--- src/rtl/occ_pkg.sv ---
package occ_pkg;
    // =========================================================
    // frequency table, units of 0.1 mhz
    localparam int OCC_IDX_W = 5;
    localparam int OCC_STEP_W = 11;
    localparam int OCC_ACC_W = 12;
    localparam int OCC_NUM_FREQ = 17;
    localparam logic [OCC_STEP_W-1:0] OCC_FREQ_TABLE [OCC_NUM_FREQ] = '{
        11'h019, 11'h01F, 11'h02B, 11'h036, 11'h045, 11'h051, 11'h05C, 11'h064, 11'h082,
        11'h096, 11'h0C8, 11'h104, 11'h140, 11'h190, 11'h21C, 11'h320, 11'h65E};
    // =========================================================
    // defaults and limits
    localparam logic [OCC_IDX_W-1:0] OCC_OSC_DEFAULT_IDX = 5'h00;
    localparam logic [OCC_IDX_W-1:0] OCC_CMC_DEFAULT_IDX = 5'h01;
    localparam logic [OCC_IDX_W-1:0] OCC_CMC_MAX_IDX = 5'h0E;
    localparam logic [OCC_IDX_W-1:0] OCC_MAX_IDX = 5'h10;
    // accumulator modulus equals the top frequency, so 163 mhz is one tick per cycle
    localparam logic [OCC_ACC_W-1:0] OCC_MODULUS = 12'h65E;

    function automatic logic [OCC_STEP_W-1:0] occ_freq_of(input logic [OCC_IDX_W-1:0] idx);
        logic [OCC_STEP_W-1:0] f;
        f = OCC_FREQ_TABLE[0];
        if (idx <= OCC_MAX_IDX)
        begin
            f = OCC_FREQ_TABLE[idx];
        end
        return f;
    endfunction : occ_freq_of
endpackage : occ_pkg

--- src/rtl/occ_osc_if.sv ---
`timescale 1ns/1ps
interface occ_osc_if;
    import occ_pkg::*;
    logic [OCC_STEP_W-1:0] req_step;
    logic tick;
    logic [OCC_STEP_W-1:0] applied_step;
    modport ctrl (output req_step, input tick, input applied_step);
    modport gen (input req_step, output tick, output applied_step);
endinterface : occ_osc_if

--- src/rtl/occ_phase_gen.sv ---
`timescale 1ns/1ps
module occ_phase_gen
    import occ_pkg::*;
#(
    parameter logic [OCC_STEP_W-1:0] RESET_STEP = 11'h019
)
(
    input wire logic clock,
    input wire logic rst_n,
    occ_osc_if.gen osc
);
    typedef struct packed {
        logic [OCC_ACC_W-1:0] acc;
        logic [OCC_STEP_W-1:0] step;
        logic tick;
    } occ_gen_s;

    occ_gen_s r;
    occ_gen_s next_r;
    logic [OCC_ACC_W-1:0] sum;

    // =========================================================
    // phase accumulator, one tick per oscillator period
    always_comb
    begin
        next_r = r;
        sum = r.acc + {1'b0, r.step};
        next_r.tick = 1'b0;
        if (sum >= OCC_MODULUS)
        begin
            next_r.acc = sum - OCC_MODULUS;
            next_r.tick = 1'b1;
            // new rate only at a period boundary: no runt periods
            next_r.step = osc.req_step;
        end
        else
        begin
            next_r.acc = sum;
        end
    end

    always_ff @(posedge clock or negedge rst_n)
    begin
        if (!rst_n)
        begin
            r <= '{acc: '0, step: RESET_STEP, tick: 1'b0};
        end
        else
        begin
            r <= next_r;
        end
    end

    assign osc.tick = r.tick;
    assign osc.applied_step = r.step;
endmodule : occ_phase_gen

--- src/rtl/occ_top.sv ---
// Operation
// - configuration master clock comes from an internal oscillator model and paces configuration.
// - oscillator and master clock run always, also after configuration ends.
// - after power-up the master clock runs at its default rate until reselected.
// - a new master clock rate applies only after clock configuration bits arrive.
// - rates are a fixed table of seventeen discrete settings, nothing between.
// - oscillator defaults to the lowest table entry, 2.5 mhz.
// - master clock defaults to the second table entry, 3.1 mhz.
// - oscillator output can be routed onto the user clock tree.
`timescale 1ns/1ps
module occ_top
    import occ_pkg::*;
(
    input wire logic clock,
    input wire logic rst_n,
    input wire logic reconfig_start,
    input wire logic clock_bits_valid,
    input wire logic [OCC_IDX_W-1:0] cmc_sel,
    input wire logic config_done,
    input wire logic [OCC_IDX_W-1:0] osc_user_sel,
    input wire logic osc_route_en,
    output logic config_master_clock,
    output logic config_master_clock_tick,
    output logic osc_tick,
    output logic user_clock_tick,
    output logic clock_bits_taken,
    output logic sel_rejected,
    output logic [OCC_IDX_W-1:0] cmc_idx,
    output logic [OCC_IDX_W-1:0] osc_idx
);
    typedef struct packed {
        logic [OCC_IDX_W-1:0] cmc_idx;
        logic [OCC_IDX_W-1:0] osc_idx;
        logic bits_taken;
        logic rejected;
        logic cmc_level;
        logic cmc_tick;
        logic osc_tick;
        logic user_tick;
    } occ_top_s;

    occ_top_s r;
    occ_top_s next_r;

    occ_osc_if osc_bus ();
    occ_osc_if cmc_bus ();

    // =========================================================
    // oscillator and master clock generators
    occ_phase_gen #(
        .RESET_STEP(OCC_FREQ_TABLE[OCC_OSC_DEFAULT_IDX])
    ) u_osc (
        .clock(clock),
        .rst_n(rst_n),
        .osc(osc_bus.gen)
    );

    occ_phase_gen #(
        .RESET_STEP(OCC_FREQ_TABLE[OCC_CMC_DEFAULT_IDX])
    ) u_cmc (
        .clock(clock),
        .rst_n(rst_n),
        .osc(cmc_bus.gen)
    );

    // rates come only from the table, an out-of-range index falls back to entry 0 in the lookup
    assign osc_bus.req_step = occ_freq_of(r.osc_idx);
    assign cmc_bus.req_step = occ_freq_of(r.cmc_idx);

    // =========================================================
    // selection control
    always_comb
    begin
        next_r = r;
        next_r.rejected = 1'b0;
        if (reconfig_start)
        begin
            // back to defaults for the next configuration pass
            next_r.cmc_idx = OCC_CMC_DEFAULT_IDX;
            next_r.osc_idx = OCC_OSC_DEFAULT_IDX;
            next_r.bits_taken = 1'b0;
        end
        else if (clock_bits_valid && !r.bits_taken)
        begin
            next_r.bits_taken = 1'b1;
            // top settings invalid for the master clock: keep the default
            if (cmc_sel <= OCC_CMC_MAX_IDX)
            begin
                next_r.cmc_idx = cmc_sel;
            end
            else
            begin
                next_r.rejected = 1'b1;
            end
        end
        else if (config_done && r.bits_taken && osc_user_sel <= OCC_MAX_IDX)
        begin
            // user mode may use any entry, top two included
            next_r.osc_idx = osc_user_sel;
        end
        // both generators free-run in every phase
        next_r.osc_tick = osc_bus.tick;
        next_r.cmc_tick = cmc_bus.tick;
        next_r.cmc_level = cmc_bus.tick ? ~r.cmc_level : r.cmc_level;
        next_r.user_tick = osc_bus.tick & osc_route_en & config_done;
    end

    always_ff @(posedge clock or negedge rst_n)
    begin
        if (!rst_n)
        begin
            r <= '{cmc_idx: OCC_CMC_DEFAULT_IDX, osc_idx: OCC_OSC_DEFAULT_IDX, default: '0};
        end
        else
        begin
            r <= next_r;
        end
    end

    assign config_master_clock = r.cmc_level;
    assign config_master_clock_tick = r.cmc_tick;
    assign osc_tick = r.osc_tick;
    assign user_clock_tick = r.user_tick;
    assign clock_bits_taken = r.bits_taken;
    assign sel_rejected = r.rejected;
    assign cmc_idx = r.cmc_idx;
    assign osc_idx = r.osc_idx;
endmodule : occ_top

--- config.mk ---
export PLATFORM = sky130hd
export DESIGN_NAME = occ_top
export DESIGN_NICKNAME = d
export VERILOG_FILES = /design/src/rtl/occ_pkg.sv /design/src/rtl/occ_osc_if.sv /design/src/rtl/occ_phase_gen.sv /design/src/rtl/occ_top.sv
export SDC_FILE = /design/constraint.sdc
export NUM_CORES = 1
export LEC_CHECK = 0
export BUFFER_PORTS_ARGS = -buffer_cell sky130_fd_sc_hd__buf_2
export CAP_MARGIN = 20
export CORE_ASPECT_RATIO = 1.2
export CORE_MARGIN = 4
export CORE_UTILIZATION = 55
export CTS_CLUSTER_SIZE = 30
export DETAILED_ROUTE_END_ITERATION = 8
export GPL_TIMING_DRIVEN = 0
export PLACE_DENSITY = 0.84
export SLEW_MARGIN = 15
export SYNTH_ARGS = -nofsm -noshare
export SYNTH_HDL_FRONTEND = slang
export SYNTH_SLANG_ARGS = --single-unit
--- constraint.sdc ---
create_clock -name clock -period 3.3 [get_ports clock]
set_clock_uncertainty 0.1 [all_clocks]
set_input_delay 0.66 -clock clock [delete_from_list [all_inputs] [get_ports clock]]
set_output_delay 0.66 -clock clock [all_outputs]
set_load 0.02 [all_outputs]
==> results of run 1 <==
-- final timing paths --
kind                                                       startpoint                               endpoint  slack (ns)
worst min-delay path                                            rst_n           clock_bits_taken$_DFFE_PN0P_        0.28
worst max register to register  u_osc.osc.applied_step[0]$_DFFE_PN1P_  u_osc.osc.applied_step[9]$_DFFE_PN0P_        0.10
max in group asynchronous                                       rst_n                  u_cmc.r[17]$_DFF_PN0_        2.27
worst max-delay path            u_osc.osc.applied_step[0]$_DFFE_PN1P_  u_osc.osc.applied_step[9]$_DFFE_PN0P_        0.10
min in group clock                           u_osc.osc.tick$_DFF_PN0_                     osc_tick$_DFF_PN0_        0.30
worst min register to register               u_osc.osc.tick$_DFF_PN0_                     osc_tick$_DFF_PN0_        0.30
-- sequential cells by signal (all words and copies together) (netlist names) --
register,cells
u_cmc.osc.applied_step,11
user_clock_tick,1
u_cmc.r,12
config_master_clock,1
osc_idx,5
u_cmc.osc.tick,1
u_osc.osc.tick,1
u_osc.osc.applied_step,11
sel_rejected,1
cmc_idx,5
u_osc.r,12
osc_tick,1
config_master_clock_tick,1
clock_bits_taken,1
-- routing by layer --
metal / track usage / part of all wire / wire length [microns] / up-vias
met5: 0 / 0 / 0 / -
met4: 0.0853 / 0.024 / 247 / 0
met3: 0.0337 / 0.044 / 454 / 26
met2: 0.373 / 0.52 / 5350 / 118
met1: 0.243 / 0.41 / 4290 / 1921
li1: - / - / - / 1829
-- power by group through the flow --
| stage | logic (uW) | clock network (uW) | registers [uW] |
|---|---|---|---|
| after floorplan | 58.7 | 0 | 826 |
| after global placement | 113 | 0 | 819 |
| after detailed placement | 117 | 0 | 820 |
| after CTS | 118 | 633 | 806 |
| after global routing | 132 | 670 | 807 |
| final | 117 | 624 | 806 |
-- timing repair --
action | in CTS | in global routing
setup endpoints to repair | 29 | 25
pin swaps | 8 | 12
setup buffers | 7 | 12
gates resized for setup | 14 | 13
gates cloned | 0 | 1
-- cell type report --
class | instances | area (sq um)
Fill cell | 543 | 2590
Sequential cell | 64 | 1610
Timing Repair Buffer | 50 | 300
Multi-Input combinational cell | 364 | 2850
Tap cell | 92 | 115
Clock buffer | 16 | 180
Inverter | 29 | 114
Timing Repair inverter | 1 | 5.00
Buffer | 13 | 65.1
-- cell usage in the layout (no fill, tap or decap), types with 7 or more instances in the layout --
| cell | n |
|---|---|
| sky130_fd_sc_hd__clkbuf_8 | 12 |
| sky130_fd_sc_hd__xnor2_1 | 20 |
| sky130_fd_sc_hd__ha_1 | 38 |
| sky130_fd_sc_hd__inv_1 | 28 |
| sky130_fd_sc_hd__and2_1 | 8 |
| sky130_fd_sc_hd__mux2i_1 | 15 |
| sky130_fd_sc_hd__o21ai_0 | 26 |
| sky130_fd_sc_hd__nor3_1 | 7 |
| sky130_fd_sc_hd__buf_2 | 31 |
| sky130_fd_sc_hd__nand2b_1 | 12 |
| sky130_fd_sc_hd__buf_4 | 20 |
| sky130_fd_sc_hd__dfstp_2 | 9 |
| sky130_fd_sc_hd__a21oi_1 | 34 |
| sky130_fd_sc_hd__dfrtp_1 | 55 |
| sky130_fd_sc_hd__nand2_1 | 26 |
| sky130_fd_sc_hd__o211ai_1 | 9 |
| sky130_fd_sc_hd__nor2_1 | 24 |
| sky130_fd_sc_hd__mux2_2 | 16 |
| sky130_fd_sc_hd__nand3_1 | 15 |
| sky130_fd_sc_hd__clkbuf_1 | 14 |
-- cell usage after synthesis (4+ instances only) --
library cell	count	area, sq um
sky130_fd_sc_hd__ha_1	38	475
sky130_fd_sc_hd__a21o_1	4	30.0
sky130_fd_sc_hd__nor3_1	7	35.0
sky130_fd_sc_hd__nand3_1	15	75.1
sky130_fd_sc_hd__o211ai_1	9	67.6
sky130_fd_sc_hd__xor2_1	6	52.6
sky130_fd_sc_hd__inv_1	28	105
sky130_fd_sc_hd__or2_2	4	25.0
sky130_fd_sc_hd__nand2b_1	13	81.3
sky130_fd_sc_hd__clkbuf_1	10	37.5
sky130_fd_sc_hd__and2_1	8	50.1
sky130_fd_sc_hd__a31oi_1	7	43.8
sky130_fd_sc_hd__nor2b_1	7	43.8
sky130_fd_sc_hd__and3_1	5	31.3
sky130_fd_sc_hd__nand3b_1	6	45.0
sky130_fd_sc_hd__nand2_1	26	97.6
sky130_fd_sc_hd__a21oi_1	36	180
sky130_fd_sc_hd__xnor2_1	21	184
sky130_fd_sc_hd__mux2i_1	15	150
sky130_fd_sc_hd__nor2_1	24	90.1
sky130_fd_sc_hd__a211oi_1	7	52.6
sky130_fd_sc_hd__mux2_2	16	180
sky130_fd_sc_hd__o21ai_0	27	135
sky130_fd_sc_hd__o21bai_1	4	30.0
sky130_fd_sc_hd__mux2_4	4	60.1
sky130_fd_sc_hd__dfstp_2	9	236
sky130_fd_sc_hd__dfrtp_1	55	1380
-- worst register-to-register path: cells and delay by family (launching register included) --
family,cells,cell delay [ns]
flops,1,0.54
simple gates,2,0.34
compound gates,4,0.80
xor+xnor,1,0.19
buf+inv,2,0.24
fa+ha+maj,2,0.56
mux,1,0.34
-- kinds of logic after synthesis --
family / synth area share
buf+inv: 0.0402
simple gates: 0.151
flops: 0.358
mux: 0.0890
compound gates: 0.192
fa+ha+maj: 0.114
xor+xnor: 0.0560
-- per-stage QoR --
step	power, uW	hold slack (ns)	area (sq um)	TNS [ns]	setup WS, ns
floorplan	885	0.247	4510	0	0.100
global placement	932	0.261	4780	-3.00	-0.276
detailed placement	937	0.268	4780	-3.70	-0.283
CTS	1560	0.295	5090	0	0.0224
global route	1610	0.308	5250	-0.230	-0.0494
finish	1550	0.283	5250	0	0.102
==> flow_metrics.py, run 1 <==
metrics = {
    "placed_design": {
        "routabilityCongestion": 0.823,
        "dpl.hpwl_microns": 7180,
        "port_buffers": 31,
        "numPlacedInstances": 594,
    },
    "power_and_ir_drop": {
        "share_seq_of_total_power": 0.521,
        "power.internal_uw": 1170,
        "combPwrFrac": 0.076,
        "ir_worst_vdd_mv": 0.270,
        "power.leakage_uw": 0.00247,
        "power_density_nw_per_um2": 295,
        "power_switching_share": 0.244,
        "power.clock.fraction": 0.403,
        "switching_power_uw": 377,
    },
    "global_route": {
        "grt.overflow.total": 0,
        "first_global_vias": 3659,
        "antenna_found_initial": 0,
        "grt_max_degree": 65,
        "grt.total_usage": 0.207,
        "first_pass_grt_wire_length_microns": 16600,
    },
    "layout": {
        "areaGrowthSynthToFinish_pct": 16.3,
        "drive_above_1_share": 0.233,
        "final_cells": 629,
        "num-nets-final": 588,
        "final_core_util": 0.669,
        "antenna-diode-count": 0,
    },
    "setup_path": {
        "cp_num_cells": 12,
        "critical-path-max-stage-delay_ns": 0.54,
        "worstSetupStartpointType": "register",
        "worst-path-buf-inv": 2,
        "worst-path-max-fanout": 10,
        "reg2regPathDepth": 12,
        "critical_path.endpoint_type": "register",
        "crit_path_top_delay_cell": "sky130_fd_sc_hd__dfstp_2",
        "path_cells": "ha_1 > inv_1 > fa_2 > nor2b_2 > o22ai_1 > xnor2_1 > a31o_2 > a211oi_4 > a21oi_4 > nor2_4 > buf_6 > mux2_2",
        "timing.critical_path.max_delay_family": "compound AO/OA/AOI/OAI gates",
        "path_class": "reg2reg",
        "cp_data_required_time_ns": 3.43,
        "worst_ep_arrival_time_ns": 3.33,
    },
    "synth": {
        "yosysWarningCount": 0,
        "synth.cell_area_sq_um": 4510,
        "synth_top_flop_cell": "sky130_fd_sc_hd__dfrtp_1",
        "postSynthCellCount": 471,
        "synth_edf_count": 0,
        "syn_nets": 527,
        "sequential_share_of_the_synthesized_area": 0.358,
        "syn_avg_cell_area_sq_um": 9.58,
        "post_synth_num_cell_types": 68,
        "asyncSetResetFlopFracSynth": 1.00,
        "postSynthRegisterBits": 64,
    },
    "sta": {
        "max_slew_margin": 0.466,
        "layout_worst_path_cycle_share": 0.969,
        "timing_worst_slew_pin_value_ns": 0.801,
        "time_the_worst_path_needs_with_i_o_delays_and_setup_ns": 3.20,
        "setup-violations-final": 0,
        "timing_hold_violations_final": 0,
        "clock.fmax_mhz": 313,
        "report.final.slew_viol_count": 0,
    },
    "clock_tree": {
        "cts.path.max_buffers": 2,
        "cts_tree": "built",
        "clkTransAtPathRegs_ns": 0.07,
        "root_buffer": "sky130_fd_sc_hd__clkbuf_8",
        "cts_made_buffers": 9,
        "cts_hold_buffers": 0,
        "htree_levels": 3,
        "cts.sink_count": 64,
        "worst_skew_pair.late_latency_ns": 0.34,
    },
    "route": {
        "drt-initial-drc-count": 250,
        "dr.pass1.iters": 5,
        "wl_per_cell_microns": 16.5,
        "routed_wirelength_microns": 10300,
        "vias": 3894,
        "postRouteAntennaNets": 0,
        "number_of_design_rule_violations_left_after_detail_routing": 0,
        "detail_route.vias_per_cell": 6.19,
    },
    "status": {
        "status": "completed",
    },
    "die": {
        "design.die.area_sq_um": 9720,
        "placementRows": 35,
        "die_x_microns": 90.7,
        "die_height_microns": 107,
        "start_util": 0.575,
        "io-pin-count": 32,
        "core_area_sq_um": 7840,
    },
    "job": {
        "max-cap-violations": 0,
    },
    "worst_hold_path": {
        "hp-class": "in2async",
    },
}
Note: power is estimated with default switching activity, not from simulation.
==> inputs of run 2 (changes only) <==
CORE_UTILIZATION = 56   (was 55)
PLACE_DENSITY = 0.82   (was 0.84)
clock period = 4.14 ns   (was 3.3 ns; I/O delays follow)
==> run 2 against run 1 <==
Compared with the run above: combinational power shrank 21%; critical endpoint is now u_osc.osc.applied_step[7]$_DFFE_PN0P_; wire length shrank 8.6%; die area shrank 1.6%; cell area shrank 4.9%; via count shrank 6.3%; global-route usage shrank 0.40 points; setup slack gained 0.25 ns; highest routed layer unchanged; count of clock-buffer cells in the layout shrank 6.
==> flow_metrics.py, run 2 (same netlist as run 1, synthesis figures left out) <==
metrics = {
    "status": {
        "status": "completed",
    },
    "clock_tree": {
        "cts_tree": "built",
        "cts_hold_buffers": 0,
        "root_buffer": "sky130_fd_sc_hd__clkbuf_8",
        "post_cts_buffers": 0,
        "htree_levels": 3,
        "cts.path.max_buffers": 2,
        "cts_made_buffers": 9,
        "ctsResizeCount": 0,
        "cts.sink_count": 64,
        "clkTransAtPathRegs_ns": 0.07,
        "worst_skew_pair.late_latency_ns": 0.34,
    },
    "placed_design": {
        "port_buffers": 31,
        "dpl.hpwl_microns": 7130,
        "preCtsSetupSlack_ns": 0.380,
        "dpl-instance-area_sq_um": 4780,
        "routabilityCongestion": 0.837,
    },
    "global_route": {
        "antenna_found_initial": 0,
        "grt.overflow.total": 0,
        "first_pass_grt_wire_length_microns": 15900,
        "grt.total_usage": 0.203,
        "first_global_vias": 3502,
        "grt_max_degree": 65,
    },
    "sta": {
        "hold_ws_ns": 0.272,
        "timing_worst_slew_pin_value_ns": 0.785,
        "clock.fmax_mhz": 264,
        "timing_hold_violations_final": 0,
        "fin_setup_tns_ns": 0,
        "post-route-worst-setup-slack_ns": 0.350,
        "layout_worst_path_cycle_share": 0.916,
        "max_slew_margin": 0.477,
        "time_the_worst_path_needs_with_i_o_delays_and_setup_ns": 3.79,
        "grt_setup_unrepaired": "no",
        "report.final.slew_viol_count": 0,
        "setup-violations-final": 0,
    },
    "power_and_ir_drop": {
        "power_density_nw_per_um2": 257,
        "share_seq_of_total_power": 0.501,
        "combPwrFrac": 0.072,
        "ir_worst_vdd_mv": 0.254,
        "power.leakage_uw": 0.00235,
        "power.clock.fraction": 0.427,
        "switching_power_uw": 321,
        "power_switching_share": 0.250,
        "power.internal_uw": 961,
    },
    "route": {
        "detail_route.vias_per_cell": 5.98,
        "dr.pass1.iters": 4,
        "vias": 3650,
        "number_of_design_rule_violations_left_after_detail_routing": 0,
        "routed_wirelength_microns": 9460,
        "drt-initial-drc-count": 227,
        "wl_per_cell_microns": 15.5,
        "postRouteAntennaNets": 0,
    },
    "job": {
        "max-cap-violations": 0,
    },
    "setup_path": {
        "rr_endpoint": "u_osc.osc.applied_step[7]$_DFFE_PN0P_",
        "timing.critical_path.max_delay_family": "compound AO/OA/AOI/OAI gates",
        "path_cells": "ha_1 > inv_1 > fa_1 > nor2b_1 > o2111ai_1 > and2_1 > o311ai_1 > a211oi_2 > a21oi_2 > nor2_2 > buf_4 > mux2_1",
        "critical_path.endpoint": "u_osc.osc.applied_step[7]$_DFFE_PN0P_",
        "critical-path-max-stage-delay_ns": 0.54,
        "ff2ff_setup_slack_ns": 0.35,
        "worstSetupStartpointType": "register",
        "path_class": "reg2reg",
        "worstSetupStartpoint": "u_osc.osc.applied_step[0]$_DFFE_PN1P_",
        "crit-reg2reg-launch": "u_osc.osc.applied_step[0]$_DFFE_PN1P_",
        "critical_path.endpoint_type": "register",
        "worst-path-buf-inv": 2,
        "cp_num_cells": 12,
        "crit_path_top_delay_cell": "sky130_fd_sc_hd__dfstp_2",
        "reg2regPathDepth": 12,
        "worst-path-max-fanout": 10,
        "worst_ep_arrival_time_ns": 3.92,
        "cp_data_required_time_ns": 4.27,
    },
    "die": {
        "io-pin-count": 32,
        "core_area_sq_um": 7750,
        "placementRows": 35,
        "design.die.area_sq_um": 9560,
        "start_util": 0.582,
        "die_x_microns": 89.9,
        "die_height_microns": 106,
    },
    "layout": {
        "drive_above_1_share": 0.185,
        "most_common_cell_after_layout_fill_and_taps_aside": "sky130_fd_sc_hd__dfrtp_1",
        "areaGrowthSynthToFinish_pct": 10.6,
        "final_design_area_no_fill_sq_um": 4990,
        "final_core_util": 0.644,
        "fill_cells": 629,
        "area_of_the_multi_input_gates_sq_um": 2720,
        "num-nets-final": 569,
        "layout.area.seq_sq_um": 1610,
        "largestRegisters": "u_cmc.r x12, u_osc.r x12",
        "layout_common_cells": "sky130_fd_sc_hd__dfrtp_1 (55), sky130_fd_sc_hd__ha_1 (38), sky130_fd_sc_hd__a21oi_1 (36), sky130_fd_sc_hd__buf_2 (31), sky130_fd_sc_hd__inv_1 (28)",
        "antenna-diode-count": 0,
    },
    "worst_hold_path": {
        "hp-class": "reg2reg",
    },
}
[run 2: worst register-to-register path, stage by stage (launching register included)]
cell	delay, ns
sky130_fd_sc_hd__dfstp_2	0.54
sky130_fd_sc_hd__ha_1	0.19
sky130_fd_sc_hd__inv_1	0.07
sky130_fd_sc_hd__fa_1	0.41
sky130_fd_sc_hd__nor2b_1	0.17
sky130_fd_sc_hd__o2111ai_1	0.27
sky130_fd_sc_hd__and2_1	0.28
sky130_fd_sc_hd__o311ai_1	0.47
sky130_fd_sc_hd__a211oi_2	0.14
sky130_fd_sc_hd__a21oi_2	0.33
sky130_fd_sc_hd__nor2_2	0.13
sky130_fd_sc_hd__buf_4	0.24
sky130_fd_sc_hd__mux2_1	0.32
[run 2: how the worst min path moves through the flow]
| stage | start | endpoint | slack [ns] | cells after the start |
|---|---|---|---|---|
| after floorplan | u_osc.osc.tick$_DFF_PN0_ | osc_tick$_DFF_PN0_ | 0.25 | 0 |
| after global placement | u_osc.osc.tick$_DFF_PN0_ | osc_tick$_DFF_PN0_ | 0.26 | 0 |
| after detailed placement | u_osc.osc.tick$_DFF_PN0_ | osc_tick$_DFF_PN0_ | 0.27 | 0 |
| after CTS | u_osc.osc.tick$_DFF_PN0_ | osc_tick$_DFF_PN0_ | 0.27 | 0 |
| after global routing | u_osc.osc.tick$_DFF_PN0_ | osc_tick$_DFF_PN0_ | 0.29 | 0 |
| final | u_osc.osc.tick$_DFF_PN0_ | osc_tick$_DFF_PN0_ | 0.27 | 0 |
[run 2: final cells by class]
cell class	instances	share of cell area
Multi-Input combinational cell	364	0.545
Sequential cell	64	0.323
Timing Repair Buffer	31	0.0316
Clock buffer	10	0.0276
Tap cell	92	0.0231
Inverter	29	0.0218
Buffer	14	0.0145
Clock inverter	6	0.0135
[run 2: power groups by stage]
stage	clock, uW	combinational, uW	sequential [uW]
CTS	559	92.9	641
global placement	0	89.6	653
finish	548	92.0	642
global route	595	105	643
detailed placement	0	92.3	653
floorplan	0	46.8	659
[run 2: metal layers]
| layer | vias to the layer above | global-route usage | wire length, microns |
|---|---|---|---|
| li1 | 1791 | - | - |
| met3 | 25 | 0.0326 | 382 |
| met1 | 1733 | 0.251 | 4070 |
| met4 | 0 | 0.0941 | 312 |
| met5 | - | 0 | 0 |
| met2 | 101 | 0.348 | 4690 |
[run 2: stage by stage]
stage	cells	total power (uW)
6_report	610	1280
5_1_grt	610	1340
4_1_cts	610	1290
3_5_place_dp	594	745
3_3_place_gp	594	742
2_1_floorplan	471	705
==> inputs of run 3 (changes only) <==
CELL_PAD_IN_SITES_DETAIL_PLACEMENT = 2   (was default)
CELL_PAD_IN_SITES_GLOBAL_PLACEMENT = 2   (was default)
CORE_UTILIZATION = 42   (was 56)
PLACE_DENSITY = 0.92   (was 0.82)
==> run 3 against run 2 <==
Compared with the run above: non-clock buffer count is 1 higher; sequential share of layout area down 1.2 points; combinational power increased by 24%; count of clock-buffer cells in the layout increased by 3; power increased by 21%; clock power increased by 45%; critical path type unchanged; critical endpoint unchanged; highest routed layer unchanged.
==> flow_metrics.py, run 3 (same netlist as run 1, synthesis figures left out) <==
metrics = {
    "route": {
        "detail_route.vias_per_cell": 6.43,
        "drt-initial-drc-count": 249,
        "wl_per_cell_microns": 28.0,
        "number_of_design_rule_violations_left_after_detail_routing": 0,
        "vias": 4168,
        "postRouteAntennaNets": 0,
        "routed_wirelength_microns": 18200,
        "dr.pass1.iters": 5,
    },
    "sta": {
        "layout_worst_path_cycle_share": 0.950,
        "timing_worst_slew_pin_value_ns": 0.912,
        "fin_setup_tns_ns": 0,
        "clock.fmax_mhz": 254,
        "time_the_worst_path_needs_with_i_o_delays_and_setup_ns": 3.93,
        "max_slew_margin": 0.388,
        "timing_hold_violations_final": 0,
        "setup-violations-final": 0,
        "report.final.slew_viol_count": 0,
    },
    "setup_path": {
        "worst-path-max-fanout": 10,
        "crit-reg2reg-launch": "u_osc.osc.applied_step[0]$_DFFE_PN1P_",
        "reg2regPathDepth": 12,
        "worst_ep_arrival_time_ns": 4.05,
        "worstSetupStartpoint": "u_osc.osc.applied_step[0]$_DFFE_PN1P_",
        "critical_path.endpoint_type": "register",
        "ff2ff_setup_slack_ns": 0.21,
        "cp_data_required_time_ns": 4.25,
        "worstSetupStartpointType": "register",
        "rr_endpoint": "u_osc.osc.applied_step[7]$_DFFE_PN0P_",
        "path_class": "reg2reg",
    },
    "layout": {
        "fill_cells": 1065,
        "largestRegisters": "u_cmc.r x12, u_osc.r x12",
        "num-nets-final": 570,
        "drive_above_1_share": 0.191,
        "final_core_util": 0.492,
        "most_common_cell_after_layout_fill_and_taps_aside": "sky130_fd_sc_hd__dfrtp_1",
        "areaGrowthSynthToFinish_pct": 14.7,
        "antenna-diode-count": 0,
        "layout_common_cells": "sky130_fd_sc_hd__dfrtp_1 (55), sky130_fd_sc_hd__ha_1 (38), sky130_fd_sc_hd__a21oi_1 (35), sky130_fd_sc_hd__buf_2 (31), sky130_fd_sc_hd__inv_1 (28)",
    },
    "die": {
        "placementRows": 41,
        "core_area_sq_um": 10500,
        "die_height_microns": 122,
        "design.die.area_sq_um": 12500,
        "io-pin-count": 32,
        "die_x_microns": 103,
        "start_util": 0.429,
    },
    "global_route": {
        "grt.overflow.total": 0,
        "grt.total_usage": 0.306,
        "grt.met1_usage": 0.360,
        "first_global_vias": 4727,
        "grt_max_degree": 41,
        "most_crowded_layer_gr": "met2",
        "first_pass_grt_wire_length_microns": 28400,
        "antenna_found_initial": 0,
        "grt_use_met2": 0.529,
        "grt_util_met3": 0.0466,
    },
    "power_and_ir_drop": {
        "ir_worst_vdd_mv": 0.215,
        "power.leakage_uw": 0.00241,
        "power_density_nw_per_um2": 300,
    },
    "job": {
        "max-cap-violations": 0,
    },
    "clock_tree": {
        "cts.sink_count": 64,
        "post_cts_buffers": 0,
        "ctsResizeCount": 0,
        "worst_skew_pair.late_latency_ns": 0.33,
        "clkTransAtPathRegs_ns": 0.06,
        "root_buffer": "sky130_fd_sc_hd__clkbuf_16",
        "cts.path.max_buffers": 2,
        "cts_hold_buffers": 0,
        "cts_made_buffers": 9,
        "cts_tree": "built",
        "htree_levels": 3,
    },
    "placed_design": {
        "port_buffers": 31,
        "routabilityCongestion": 0.795,
        "dpl.hpwl_microns": 11300,
    },
    "worst_hold_path": {
        "hp-class": "in2async",
    },
    "status": {
        "status": "completed",
    },
}
==> run 3: cell count changes in the layout (fill, tap and decap cells not counted), moves of 2 or more <==
cell,previous run,this run
sky130_fd_sc_hd__clkbuf_16,0,9
sky130_fd_sc_hd__clkbuf_8,10,2
sky130_fd_sc_hd__clkbuf_1,10,12
sky130_fd_sc_hd__clkinvlp_4,2,0
==> run 3: area by class of cell <==
class                      instances  area [sq um]  area share
tap                              129           161      0.0312
buffer                            14          72.6      0.0140
inverter                          29           109      0.0210
clock inverter                     3          40.0     0.00774
timing repair buffer              32           178      0.0343
multi-input combinational        364          2740       0.530
clock buffer                      13           260      0.0503
sequential                        64          1610       0.312
==> run 3: critical path, stage by stage, from the launching register on <==
cell                        delay, ns
sky130_fd_sc_hd__dfstp_2         0.53
sky130_fd_sc_hd__ha_1            0.21
sky130_fd_sc_hd__inv_1           0.08
sky130_fd_sc_hd__fa_1            0.42
sky130_fd_sc_hd__nor2b_1         0.20
sky130_fd_sc_hd__o2111ai_1       0.31
sky130_fd_sc_hd__and2_1          0.32
sky130_fd_sc_hd__o311ai_2        0.42
sky130_fd_sc_hd__a211oi_2        0.13
sky130_fd_sc_hd__a21oi_2         0.36
sky130_fd_sc_hd__nor2_2          0.14
sky130_fd_sc_hd__buf_4           0.26
sky130_fd_sc_hd__mux2_1          0.33
==> run 3: worst max path at each step <==
stage	depth (start not counted)	to
2_1_floorplan	13	u_cmc.osc.applied_step[6]$_DFFE_PN0P_
5_1_grt	12	u_osc.osc.applied_step[7]$_DFFE_PN0P_
3_3_place_gp	12	u_osc.osc.applied_step[7]$_DFFE_PN0P_
6_report	12	u_osc.osc.applied_step[7]$_DFFE_PN0P_
3_5_place_dp	12	u_osc.osc.applied_step[7]$_DFFE_PN0P_
4_1_cts	12	u_osc.osc.applied_step[7]$_DFFE_PN0P_
==> run 3: metrics by stage <==
| step | worst slack, ns | std cells | total power (uW) | cell area (sq um) | hold WS, ns |
|---|---|---|---|---|---|
| final | 0.208 | 648 | 1550 | 5170 | 0.297 |
| after global routing | -0.00615 | 648 | 1600 | 5170 | 0.312 |
| after CTS | 0.101 | 648 | 1560 | 5150 | 0.300 |
| after detailed placement | 0.282 | 632 | 760 | 4850 | 0.289 |
| after global placement | 0.495 | 631 | 746 | 4830 | 0.260 |
| after floorplan | 0.940 | 471 | 705 | 4510 | 0.247 |
==> run 3: power breakdown <==
group / switching, uW / internal, uW / leakage, uW / total, uW
Clock: 297 / 498 / 0.000150 / 795
Combinational: 77.8 / 35.9 / 0.00141 / 114
Sequential: 12.4 / 633 / 0.000856 / 645
Total: 387 / 1170 / 0.00241 / 1550
==> run 3: layer usage <==
metal / vias to the layer above / wire length [microns]
met5: - / 0
met4: 0 / 1030
met3: 82 / 756
met2: 187 / 9300
met1: 2116 / 7080
li1: 1783 / -
